===== src/design/sdm_pkg.sv =====
// Constants and types shared by the serial dot-matrix load port.
// Assumes a single 100 MHz system clock; all pins are asynchronous to it.
// Contract
// - Low reset pin clears all control bits
// - Reset leaves dot pattern untouched
// - Rising serial clock shifts data into target
// - Shifting only while chip enable low
// - Cascade output carries serial data onward
// - Target pick low dot, high control
// - Target pick captured at chip enable fall
// - Enable high, clock low: transfer shifted data (a control word waits here while the two-entry buffer is full)
// - Oscillator select: low external, high internal
// - Timebase pin outputs internal, else inputs
// - Dark force high turns LEDs off
// - Sleep stops oscillator and drive current
// - Dot load is 160 or 320 bits
// - Control write is 8 bits, MSB first
// - Top control bit picks which word updates
// - Control word one bit0 sets cascade mode
package sdm_pkg;
	localparam int SDM_CLK_HZ = 100_000_000;
	localparam int SDM_INT_OSC_HZ = 150_000;
	localparam logic [15:0] SDM_OSC_HALF_RST =
		16'(SDM_CLK_HZ / (2 * SDM_INT_OSC_HZ));
	localparam int SDM_DOT_BITS = 160;
	localparam logic [8:0] SDM_CNT_MAX = 9'h140;
	localparam int SDM_CTL_BITS = 8;
	localparam int SDM_CW_BITS = 7;
	localparam logic [4:0] SDM_LAST_COL = 5'h13;
	localparam int SDM_DOT_WORDS = 5;
	// Register offsets
	localparam logic [4:0] SDM_REG_CTRL = 5'h00;
	localparam logic [4:0] SDM_REG_STATUS = 5'h04;
	localparam logic [4:0] SDM_REG_DOT0 = 5'h08;
	// Field positions
	localparam int SDM_CTL_SEL_BIT = 7;
	localparam int SDM_CW0_SLEEP_BIT = 6;
	localparam int SDM_CW0_PEAK_LSB = 4;
	localparam int SDM_CW1_SIMUL_BIT = 0;
	localparam int SDM_CW1_PRESC_BIT = 1;
	localparam int SDM_ST_CW0_LSB = 0;
	localparam int SDM_ST_CW1_LSB = 8;
	localparam int SDM_ST_TGT_BIT = 16;
	localparam int SDM_ST_CNT_LSB = 20;
	localparam logic [2:0] SDM_PRESC_LAST = 3'h7;
	// Pin positions in the synchroniser vector
	localparam int SDM_P_SCLK = 0;
	localparam int SDM_P_DIN = 1;
	localparam int SDM_P_CE_N = 2;
	localparam int SDM_P_PICK = 3;
	localparam int SDM_P_RST_N = 4;
	localparam int SDM_P_SEL = 5;
	localparam int SDM_P_TB = 6;
	localparam int SDM_P_DARK = 7;
	localparam int SDM_PINS = 8;
	typedef enum logic [2:0] {
		SDM_W_IDLE = 3'b001,
		SDM_W_SHIFT = 3'b010,
		SDM_W_LATCH = 3'b100
	} sdm_wstate_t;
endpackage


===== src/design/sdm_buf.sv =====
// Two-entry buffer for control words leaving the load port.
// Assumes the consumer sits on the same clock as the load port.
`timescale 1ns/100ps
`default_nettype none
module sdm_buf
	import sdm_pkg::*;
(
	input wire logic mclk_in,
	input wire logic sys_rst_in,
	input wire logic in_valid_in,
	output logic in_ready_out,
	input wire logic [7:0] in_data_in,
	output logic out_valid_out,
	input wire logic out_ready_in,
	output logic [7:0] out_data_out
);
	logic [7:0] slot0, slot1, next_slot0, next_slot1;
	logic [1:0] cnt, next_cnt;
	logic push, pop;

	assign in_ready_out = (cnt != 2'h2);
	assign out_valid_out = (cnt != 2'h0);
	assign out_data_out = slot0;

	always_comb begin
		push = in_valid_in && in_ready_out;
		pop = out_valid_out && out_ready_in;
		next_slot0 = slot0;
		next_slot1 = slot1;
		next_cnt = cnt;
		if (push && pop) begin
			if (cnt == 2'h1) begin
				next_slot0 = in_data_in;
			end else begin
				next_slot0 = slot1;
				next_slot1 = in_data_in;
			end
		end else if (pop) begin
			next_slot0 = slot1;
			next_cnt = cnt - 2'h1;
		end else if (push) begin
			if (cnt == 2'h0) begin
				next_slot0 = in_data_in;
			end else begin
				next_slot1 = in_data_in;
			end
			next_cnt = cnt + 2'h1;
		end
	end

	always_ff @(posedge mclk_in) begin
		if (sys_rst_in) begin
			slot0 <= 8'h00;
			slot1 <= 8'h00;
			cnt <= 2'h0;
		end else begin
			slot0 <= next_slot0;
			slot1 <= next_slot1;
			cnt <= next_cnt;
		end
	end
endmodule
`default_nettype wire


===== src/design/sdm_port.sv =====
// Serial load port of a dot-matrix LED driver with display refresh.
// Assumes all pins are asynchronous to mclk_in; serial clock is slow.
`timescale 1ns/100ps
`default_nettype none
module sdm_port
	import sdm_pkg::*;
(
	input wire logic mclk_in,
	input wire logic sys_rst_in,
	input wire logic sclk_in,
	input wire logic din_in,
	input wire logic ce_n_in,
	input wire logic target_pick_in,
	input wire logic rst_n_in,
	input wire logic osc_sel_in,
	input wire logic display_timebase_pin_in,
	output logic display_timebase_pin_out,
	output logic display_timebase_pin_oe_out,
	input wire logic dark_force_in,
	output logic dout_out,
	output logic [7:0] led_row_out,
	output logic [4:0] led_col_out,
	output logic [1:0] peak_level_out,
	output logic ref_current_en_out,
	output logic [7:0] cw_data_out,
	output logic cw_valid_out,
	input wire logic cw_ready_in,
	input wire logic [4:0] reg_addr_in,
	input wire logic [31:0] reg_wdata_in,
	input wire logic reg_wr_in,
	input wire logic reg_rd_in,
	output logic [31:0] reg_rdata_out
);
	logic [SDM_PINS-1:0] s1, s2, s3;
	sdm_wstate_t state, next_state;
	logic tgt, next_tgt, dout, next_dout;
	logic [7:0] ctl_sr, next_ctl;
	logic [6:0] cw0, cw1, next_cw0, next_cw1;
	logic [8:0] bit_cnt, next_cnt;
	logic [SDM_DOT_BITS-1:0] dot_sr, dot_latch;
	logic dot_shift, dot_load, push, buf_ready;
	logic sclk_s, din_s, ce_s, pick_s, rst_s, sel_s, dark_s;
	logic sclk_rise, ce_fall, tb_rise, awake;
	logic [15:0] osc_half, next_osc_half, int_cnt, next_int_cnt;
	logic int_osc, next_int_osc, tick;
	logic [2:0] pre, next_pre;
	logic [3:0] ph, next_ph;
	logic [4:0] col, next_col;
	logic [7:0] row, next_row;
	logic [31:0] rdata, next_rdata;

	// Two-stage synchronisers for every pin
	genvar g;
	generate
		for (g = 0; g < SDM_PINS; g++) begin : g_sync
			always_ff @(posedge mclk_in) begin
				if (sys_rst_in) begin
					// Enable and reset pins start at their idle high level
					s1[g] <= (g == SDM_P_CE_N) || (g == SDM_P_RST_N);
					s2[g] <= (g == SDM_P_CE_N) || (g == SDM_P_RST_N);
					s3[g] <= (g == SDM_P_CE_N) || (g == SDM_P_RST_N);
				end else begin
					s1[g] <= (g == SDM_P_SCLK) ? sclk_in :
						(g == SDM_P_DIN) ? din_in :
						(g == SDM_P_CE_N) ? ce_n_in :
						(g == SDM_P_PICK) ? target_pick_in :
						(g == SDM_P_RST_N) ? rst_n_in :
						(g == SDM_P_SEL) ? osc_sel_in :
						(g == SDM_P_TB) ? display_timebase_pin_in :
						dark_force_in;
					s2[g] <= s1[g];
					s3[g] <= s2[g];
				end
			end
		end
	endgenerate

	assign sclk_s = s2[SDM_P_SCLK];
	assign din_s = s2[SDM_P_DIN];
	assign ce_s = s2[SDM_P_CE_N];
	assign pick_s = s2[SDM_P_PICK];
	assign rst_s = s2[SDM_P_RST_N];
	assign sel_s = s2[SDM_P_SEL];
	assign dark_s = s2[SDM_P_DARK];
	assign sclk_rise = sclk_s && !s3[SDM_P_SCLK];
	assign ce_fall = !ce_s && s3[SDM_P_CE_N];
	assign tb_rise = s2[SDM_P_TB] && !s3[SDM_P_TB];
	assign awake = cw0[SDM_CW0_SLEEP_BIT];

	// Write sequencer: select, shift, transfer
	always_comb begin
		next_state = state;
		next_tgt = tgt;
		next_ctl = ctl_sr;
		next_cw0 = cw0;
		next_cw1 = cw1;
		next_cnt = bit_cnt;
		dot_shift = 1'b0;
		dot_load = 1'b0;
		push = 1'b0;
		case (state)
			SDM_W_IDLE: begin
				if (ce_fall) begin
					next_tgt = pick_s;
					next_cnt = 9'h000;
					next_state = SDM_W_SHIFT;
				end
			end
			SDM_W_SHIFT: begin
				if (sclk_rise && !ce_s) begin
					if (tgt) begin
						next_ctl = {ctl_sr[SDM_CTL_BITS-2:0], din_s};
					end else begin
						dot_shift = 1'b1;
					end
					if (bit_cnt != SDM_CNT_MAX) begin
						next_cnt = bit_cnt + 9'h001;
					end
				end else if (ce_s) begin
					next_state = SDM_W_LATCH;
				end
			end
			SDM_W_LATCH: begin
				if (ce_fall) begin
					next_tgt = pick_s;
					next_cnt = 9'h000;
					next_state = SDM_W_SHIFT;
				end else if (!sclk_s && (!tgt || buf_ready)) begin
					if (tgt) begin
						if (ctl_sr[SDM_CTL_SEL_BIT]) begin
							next_cw1 = ctl_sr[SDM_CW_BITS-1:0];
						end else begin
							next_cw0 = ctl_sr[SDM_CW_BITS-1:0];
						end
						push = 1'b1;
					end else begin
						dot_load = 1'b1;
					end
					next_state = SDM_W_IDLE;
				end
			end
			default: begin
				next_state = SDM_W_IDLE;
			end
		endcase
		if (!rst_s) begin
			next_cw0 = 7'h00;
			next_cw1 = 7'h00;
			next_ctl = 8'h00;
			push = 1'b0;
		end
		if (!tgt) begin
			next_dout = dot_sr[SDM_DOT_BITS-1];
		end else if (cw1[SDM_CW1_SIMUL_BIT]) begin
			next_dout = din_s;
		end else begin
			next_dout = ctl_sr[SDM_CTL_BITS-1];
		end
	end

	always_ff @(posedge mclk_in) begin
		if (sys_rst_in) begin
			state <= SDM_W_IDLE;
			tgt <= 1'b0;
			ctl_sr <= 8'h00;
			cw0 <= 7'h00;
			cw1 <= 7'h00;
			bit_cnt <= 9'h000;
			dout <= 1'b0;
		end else begin
			state <= next_state;
			tgt <= next_tgt;
			ctl_sr <= next_ctl;
			cw0 <= next_cw0;
			cw1 <= next_cw1;
			bit_cnt <= next_cnt;
			dout <= next_dout;
		end
	end

	// Dot pattern storage has no reset
	always_ff @(posedge mclk_in) begin
		if (dot_shift) begin
			dot_sr <= {dot_sr[SDM_DOT_BITS-2:0], din_s};
		end
		if (dot_load) begin
			dot_latch <= dot_sr;
		end
	end

	sdm_buf u_buf (
		.mclk_in(mclk_in),
		.sys_rst_in(sys_rst_in),
		.in_valid_in(push),
		.in_ready_out(buf_ready),
		.in_data_in(ctl_sr),
		.out_valid_out(cw_valid_out),
		.out_ready_in(cw_ready_in),
		.out_data_out(cw_data_out)
	);

	// Timebase, prescaler and column scan
	always_comb begin
		next_int_cnt = int_cnt;
		next_int_osc = int_osc;
		next_pre = pre;
		next_ph = ph;
		next_col = col;
		tick = 1'b0;
		if (sel_s && awake) begin
			if (int_cnt >= osc_half - 16'h0001) begin
				next_int_cnt = 16'h0000;
				next_int_osc = !int_osc;
				tick = !int_osc;
			end else begin
				next_int_cnt = int_cnt + 16'h0001;
			end
		end else if (!sel_s && tb_rise) begin
			if (!cw1[SDM_CW1_PRESC_BIT]) begin
				tick = 1'b1;
			end else begin
				next_pre = pre + 3'h1;
				tick = (pre == SDM_PRESC_LAST);
			end
		end
		if (tick) begin
			next_ph = ph + 4'h1;
			if (ph == 4'hf) begin
				next_col = (col == SDM_LAST_COL) ? 5'h00 : col + 5'h01;
			end
		end
		if (awake && !dark_s && ph <= cw0[3:0]) begin
			next_row = dot_latch[{col, 3'b000} +: 8];
		end else begin
			next_row = 8'h00;
		end
	end

	always_ff @(posedge mclk_in) begin
		if (sys_rst_in) begin
			int_cnt <= 16'h0000;
			int_osc <= 1'b0;
			pre <= 3'h0;
			ph <= 4'h0;
			col <= 5'h00;
			row <= 8'h00;
		end else begin
			int_cnt <= next_int_cnt;
			int_osc <= next_int_osc;
			pre <= next_pre;
			ph <= next_ph;
			col <= next_col;
			row <= next_row;
		end
	end

	assign display_timebase_pin_out = int_osc;
	assign display_timebase_pin_oe_out = sel_s;
	assign led_row_out = row;
	assign led_col_out = col;
	assign peak_level_out = cw0[SDM_CW0_PEAK_LSB +: 2];
	assign ref_current_en_out = awake;
	assign dout_out = dout;

	// Register port
	always_comb begin
		next_osc_half = osc_half;
		next_rdata = 32'h0000_0000;
		if (reg_wr_in && reg_addr_in == SDM_REG_CTRL) begin
			next_osc_half = reg_wdata_in[15:0];
		end
		if (reg_rd_in) begin
			if (reg_addr_in == SDM_REG_CTRL) begin
				next_rdata = {16'h0000, osc_half};
			end else if (reg_addr_in == SDM_REG_STATUS) begin
				next_rdata[SDM_ST_CW0_LSB +: 7] = cw0;
				next_rdata[SDM_ST_CW1_LSB +: 7] = cw1;
				next_rdata[SDM_ST_TGT_BIT] = tgt;
				next_rdata[SDM_ST_CNT_LSB +: 9] = bit_cnt;
			end
			for (int i = 0; i < SDM_DOT_WORDS; i++) begin
				if (reg_addr_in == SDM_REG_DOT0 + 5'(4 * i)) begin
					next_rdata = dot_latch[i*32 +: 32];
				end
			end
		end
	end

	always_ff @(posedge mclk_in) begin
		if (sys_rst_in) begin
			osc_half <= SDM_OSC_HALF_RST;
			rdata <= 32'h0000_0000;
		end else begin
			osc_half <= next_osc_half;
			rdata <= next_rdata;
		end
	end

	assign reg_rdata_out = rdata;
endmodule
`default_nettype wire


===== config.mk =====
export PLATFORM = sky130hd
export DESIGN_NAME = sdm_port
export DESIGN_NICKNAME = d
export VERILOG_FILES = /design/src/design/sdm_pkg.sv /design/src/design/sdm_buf.sv /design/src/design/sdm_port.sv
export SDC_FILE = /design/constraint.sdc
export NUM_CORES = 1
export LEC_CHECK = 0
export BUFFER_PORTS_ARGS = -buffer_cell sky130_fd_sc_hd__buf_4
export CAP_MARGIN = 20
export CORE_MARGIN = 2
export CORE_UTILIZATION = 60
export DETAILED_ROUTE_END_ITERATION = 12
export PLACE_DENSITY = 0.87
export REMOVE_ABC_BUFFERS = 1
export SLEW_MARGIN = 10
export SYNTH_ARGS = -nofsm -noshare
export SYNTH_HDL_FRONTEND = slang
export SYNTH_SLANG_ARGS = --single-unit

===== constraint.sdc =====
create_clock -name mclk_in -period 9.5 [get_ports mclk_in]
set_input_delay 1.9 -clock mclk_in [delete_from_list [all_inputs] [get_ports mclk_in]]
set_output_delay 1.9 -clock mclk_in [all_outputs]
set_load 0.05 [all_outputs]

==> results of run 1 <==
critical path: cells and delay by family, from the launching register on:
kind                       cells  cell delay [ns]
AOI/OAI and AO/OA              1             0.24
xor gates and xnor gates       1             0.12
adders and majority gates      2             0.51
buffers and inverters          1             0.12
DFF                            1             0.38
and+or+nand+nor               10             2.60
per-layer routing:
| metal | GRT usage (%) | up-vias |
|---|---|---|
| met5 | 0 | - |
| met4 | 12.1 | 0 |
| met3 | 7.38 | 170 |
| met2 | 45.5 | 885 |
| met1 | 38.4 | 5600 |
| li1 | - | 4954 |
power by group through the flow:
stage | clock (mW) | sequential, mW | combinational [mW]
after global routing | 1.76 | 2.21 | 0.121
after CTS | 1.69 | 2.21 | 0.113
after detailed placement | 0 | 2.25 | 0.110
after global placement | 0 | 2.25 | 0.106
after floorplan | 0 | 2.26 | 0.0521
final | 1.68 | 2.21 | 0.115
area by class of cell:
class | count | area, um2 | area share [%]
timing repair buffer | 109 | 818 | 3.93
clock buffer | 61 | 1220 | 5.83
antenna | 1 | 2.50 | 0.0120
inverter | 21 | 78.8 | 0.378
sequential | 478 | 12800 | 61.3
multi-input combinational | 684 | 5320 | 25.5
tap | 396 | 495 | 2.38
clock inverter | 21 | 146 | 0.702
sequential cells by signal, summed over array words and instances, names as in the netlist, 2 cells and up:
| signal | flops |
|---|---|
| u_buf.out_data_out | 8 |
| led_row_out | 8 |
| cw0 | 7 |
| osc_half | 16 |
| s3 | 3 |
| led_col_out | 5 |
| s1 | 8 |
| dot_latch | 160 |
| int_cnt | 16 |
| reg_rdata_out | 32 |
| dot_sr | 160 |
| u_buf.cnt | 2 |
| u_buf.slot1 | 8 |
| pre | 3 |
| ph | 4 |
| cw1 | 7 |
| ctl_sr | 8 |
| bit_cnt | 9 |
| state | 3 |
cell families (layout without fill, tap and decap cells):
| kind of cell | Yosys count | in the layout |
|---|---|---|
| fa+ha+maj | 33 | 33 |
| mux | 92 | 92 |
| other cells | 0 | 1 |
| buf+inv | 86 | 212 |
| simple gates | 312 | 312 |
| xor+xnor | 39 | 39 |
| flops | 478 | 478 |
| compound gates | 208 | 208 |
stage by stage:
stage	util, %	hold WS [ns]	power (mW)
3_5_place_dp	64.0	0.398	2.36
3_3_place_gp	64.0	0.393	2.36
2_1_floorplan	-	0.389	2.31
5_1_grt	68.5	0.422	4.09
4_1_cts	68.5	0.413	4.01
6_report	68.5	0.411	4.00
cell usage in the layout, fill, tap and decap left out, types with 27 or more instances in the layout:
master and n:
a21oi_1 92, a222oi_1 40, a22oi_1 27, buf_4 109
clkbuf_16 45, dfxtp_1 156, edfxtp_1 320, ha_1 33
mux2i_1 30, mux4_2 48, nand2_1 90, nand3_1 29
nor2_1 87
final timing paths:
kind	start	end	slack, ns	cells past startpoint
worst max-delay path	osc_half[0]$_SDFFE_PP1P_	int_cnt[3]$_SDFFE_PP0P_	5.39	15
worst min-delay path	s1[4]$_SDFF_PP1_	rst_s$_SDFF_PP1_	0.41	1
worst max register to register	osc_half[0]$_SDFFE_PP1P_	int_cnt[3]$_SDFFE_PP0P_	5.39	15
worst min register to register	s1[4]$_SDFF_PP1_	rst_s$_SDFF_PP1_	0.41	1
==> flow_metrics.tcl, run 1 <==
set metrics [dict create \
    cp-end-kind "register" \
    max_slew.worst_pin.slew_ns 1.11 \
    synthTopCellsByCount "edfxtp_1 (320), dfxtp_1 (158), a21oi_1 (92)" \
    ir_drop_v 0.000148 \
    clk_path_buf_depth 3 \
    grt_start_max_net_pins 82 \
    grt.total_usage_pct 28.8 \
    rsz0062_at_grt "false" \
    cts_inserted_buffers 45 \
    vias_per_cell 6.56 \
    postSynthAreaPerCell_um2 14.8 \
    slew_viol_final 0 \
    fin_cells 1771 \
    cpMaxStageDelayCell "or4b_4" \
    clkLatencyLatePin_ns 0.55 \
    path_class "reg2reg" \
    pre_cts_ws_ns 5.02 \
    slew_headroom_pct 25.1 \
    placed_cell_area_um2 19500 \
    drc 0 \
    combPwrFrac_pct 2.9 \
    switchingPower_uw 826 \
    routed_wl_um 45800 \
    grt_pass1_vias 10984 \
    synth_compound_area_share_pct 7.79 \
    die_x_um 179 \
    clkTransAtPathRegs_ns 0.06 \
    synth_top_area_cell "edfxtp_1" \
    cts_root_buffer "clkbuf_16" \
    wl_met2_um 21300 \
    path_cells "inv_1 > ha_1 > nor3b_1 > nand2_1 > nor2_1 > nand2_1 > nor4_1 > xnor2_1 > ha_1 > nand4_2 > nor3_2 > or4b_4 > a31oi_1 > or2_1 > nor2_1" \
    synth_edf_count 320 \
    netSwitchingFraction_pct 20.7 \
    dp.cells 1686 \
    cts_tree "yes" \
    cts_setup_buffers 0 \
    min_path_type "reg2reg" \
    pwr_density_cell_nw_per_um2 192 \
    status "finished clean" \
    drt-initial-drc-count 2102 \
    numClockSinks 478 \
    n_fill_cell 1921 \
    netlist.area_leader.share_pct 52.1 \
    fp.coreArea_um2 30400 \
    wl_met1_um 16100 \
    critPathArrivalTime_ns 4.51 \
    num_rows 64 \
    synth_seq_cells 478 \
    p_seq_share_pct 55.2 \
    ant_nets 0 \
    fin_area_um2 20800 \
    synth-simple-area-share_pct 8.44 \
    syn_to_final_growth_pct 13.1 \
    antenna_found_initial 4 \
    grt_overflow 0 \
    clock_skew_ns 0.0169 \
    synth_top_family_by_area "simple AND/OR/NAND/NOR gates" \
    routed.top_layer "met4" \
    place_hpwl_um 30100 \
    cts_resized 0 \
    clockPowerShare_pct 41.9 \
    finalHoldViolations 0 \
    synth-xor-area-share_pct 1.85 \
    fin_nets 1422 \
    period_share_pct 43.3 \
    drtPass1Iterations 6 \
    fmax_ghz 0.243 \
    drv_cap 0 \
    setup_tns_ns 0 \
    syn_area_um2 18400 \
    htreeDepth 2 \
    power_leakage_nw 6.12 \
    slowest_delay_ns 0.52 \
    ys_async_sr_fraction_pct 0 \
    yosys_warnings 0 \
    vias 11609 \
    period_minus_slack_ns 4.11 \
    start_util_pct 60.6 \
    startpoint_type "register" \
    gp_congestion 0.925 \
    numPortBuffers 93 \
    grt_pass1_wl_um 67300 \
    wl_per_cell_um 25.9 \
    die_y_um 179 \
    internal_power_mw 3.17 \
    path_max_fanout 16 \
    synth_fa_ha_area_share_pct 2.24 \
    drive_above_1_share_pct 18.9 \
    yosysSeqAreaShare_pct 69.3 \
    wl_met3_um 6210 \
    yosysUniqueCellTypes 64 \
    cp.required_ns 9.90 \
    syn_inst 1248 \
    netlist_top_cells_area "edfxtp_1 (52%), dfxtp_1 (17%), mux4_2 (5.9%)" \
    ios 110 \
    fin_ws_ns 5.39 \
    synth_mux_area_share_pct 8.35 \
    synth_ff_type "edfxtp_1" \
    holdBufCountCts 0 \
    setup_viol 0 \
    synthMostInstantiatedCell "edfxtp_1" \
    dieArea_um2 32100 \
]
(Power assumes the default switching activity.)
==> inputs of run 2 (changes only) <==
==> constraint.sdc (replaced) <==
create_clock -name mclk_in -period 3.9 [get_ports mclk_in]
set_input_delay 0.78 -clock mclk_in [delete_from_list [all_inputs] [get_ports mclk_in]]
set_output_delay 0.78 -clock mclk_in [all_outputs]
set_load 0.05 [all_outputs]
==> flow_metrics.tcl, run 2 (synthesized netlist as in run 1, its figures left out) <==
set metrics [dict create \
    path_max_fanout 12 \
    ant_nets 0 \
    grt_start_max_net_pins 78 \
    syn_to_final_growth_pct 15.3 \
    pwr_density_cell_nw_per_um2 480 \
    slowest_delay_ns 0.51 \
    drive_above_1_share_pct 20.6 \
    min_path_type "reg2reg" \
    die_y_um 179 \
    grt_pass1_wl_um 70300 \
    dieArea_um2 32100 \
    path_class "reg2reg" \
    ios 110 \
    fin_ws_ns 0.234 \
    num_antenna_cells 0 \
    cts_resized 0 \
    fmax_ghz 0.273 \
    slew_headroom_pct 34.6 \
    holdBufCountCts 0 \
    status "finished clean" \
    r2r_cells 14 \
    place_hpwl_um 30700 \
    clock_skew_ns 0.0169 \
    power_leakage_nw 6.32 \
    fin_cells 1783 \
    vias 11800 \
    drtPass1Iterations 12 \
    die_x_um 179 \
    hold_depth 1 \
    cp-end-kind "register" \
    startpoint_type "register" \
    routed_wl_um 47700 \
    cpMaxStageDelayCell "or4_1" \
    slew_viol_final 0 \
    htreeDepth 2 \
    period_share_pct 94.0 \
    clk_path_buf_depth 3 \
    drv_cap 0 \
    fin_nets 1433 \
    cts_inserted_buffers 46 \
    cts_tree "yes" \
    max_slew.worst_pin.slew_ns 0.980 \
    gp_congestion 0.920 \
    dp.cells 1697 \
    drc 0 \
    pre_cts_ws_ns 0.0838 \
    antenna_found_initial 3 \
    num_rows 64 \
    wl_per_cell_um 26.8 \
    cp.required_ns 4.37 \
    cts_setup_buffers 0 \
    ff2ff_setup_slack_ns 0.23 \
    period_minus_slack_ns 3.67 \
    cts_root_buffer "clkbuf_16" \
    grt.total_usage_pct 30.1 \
    vias_per_cell 6.62 \
    placed_cell_area_um2 19600 \
    ir_drop_v 0.000473 \
    crit_family "simple AND/OR/NAND/NOR gates" \
    whs_ns 0.418 \
    grt_overflow 0 \
    total_power_mw 10.2 \
    numPortBuffers 93 \
    setup_viol 0 \
    drt-initial-drc-count 2083 \
    clkTransAtPathRegs_ns 0.06 \
    cp_num_cells 14 \
    layout_commonest_cell "edfxtp_1" \
    fp.coreArea_um2 30400 \
    finalHoldViolations 0 \
    start_util_pct 60.6 \
    numClockSinks 478 \
    critPathBufInv 1 \
    grt_pass1_vias 11311 \
    path_cells "nor3_2 > nand2b_1 > nor4_1 > buf_4 > nand2_1 > nor3_1 > xnor2_1 > ha_1 > nand4_2 > nor3_4 > or4b_4 > and4_4 > or4_1 > a21oi_1" \
    clkLatencyLatePin_ns 0.55 \
    fin_area_um2 21300 \
    final_cell_mix "edfxtp_1 (320), dfxtp_1 (156), buf_4 (111), a21oi_1 (92), nand2_1 (89)" \
    critPathArrivalTime_ns 4.14 \
]
## run 2: worst paths after layout
check,start,end
setup / recovery,osc_half[0]$_SDFFE_PP1P_,led_col_out[3]$_SDFFE_PP0P_
hold / removal,s1[4]$_SDFF_PP1_,rst_s$_SDFF_PP1_
setup reg to reg,osc_half[0]$_SDFFE_PP1P_,led_col_out[3]$_SDFFE_PP0P_
hold reg to reg,s1[4]$_SDFF_PP1_,rst_s$_SDFF_PP1_
## run 2: per-layer routing
metal	track usage (%)	part of all wire [%]	up-vias
met5	0	0.082	-
met1	40.1	35	5686
met3	6.74	12	174
li1	-	-	4987
met2	47.4	47	947
met4	14.7	5.4	6
## run 2: report_power, final
part           switching (mW)  leakage [nW]  internal (mW)  total (mW)
Sequential             0.0137          3.39           5.36        5.37
Combinational           0.182          2.17          0.104       0.286
Clock                    1.88         0.765           2.66        4.54
## run 2: stage by stage
step           TNS [ns]  util [%]
2_1_floorplan  -1411.94         -
3_3_place_gp          0      64.5
3_5_place_dp          0      64.5
4_1_cts               0      69.7
5_1_grt         -0.0165      69.8
6_report              0      69.8
## run 2: cell type report
class                           instances  area (um2)
Fill cell                            1801        9180
Clock buffer                           67        1380
Clock inverter                         18         181
Inverter                               21        78.8
Sequential cell                       478       12800
Tap cell                              396         495
Timing Repair Buffer                  119         993
Multi-Input combinational cell        684        5360
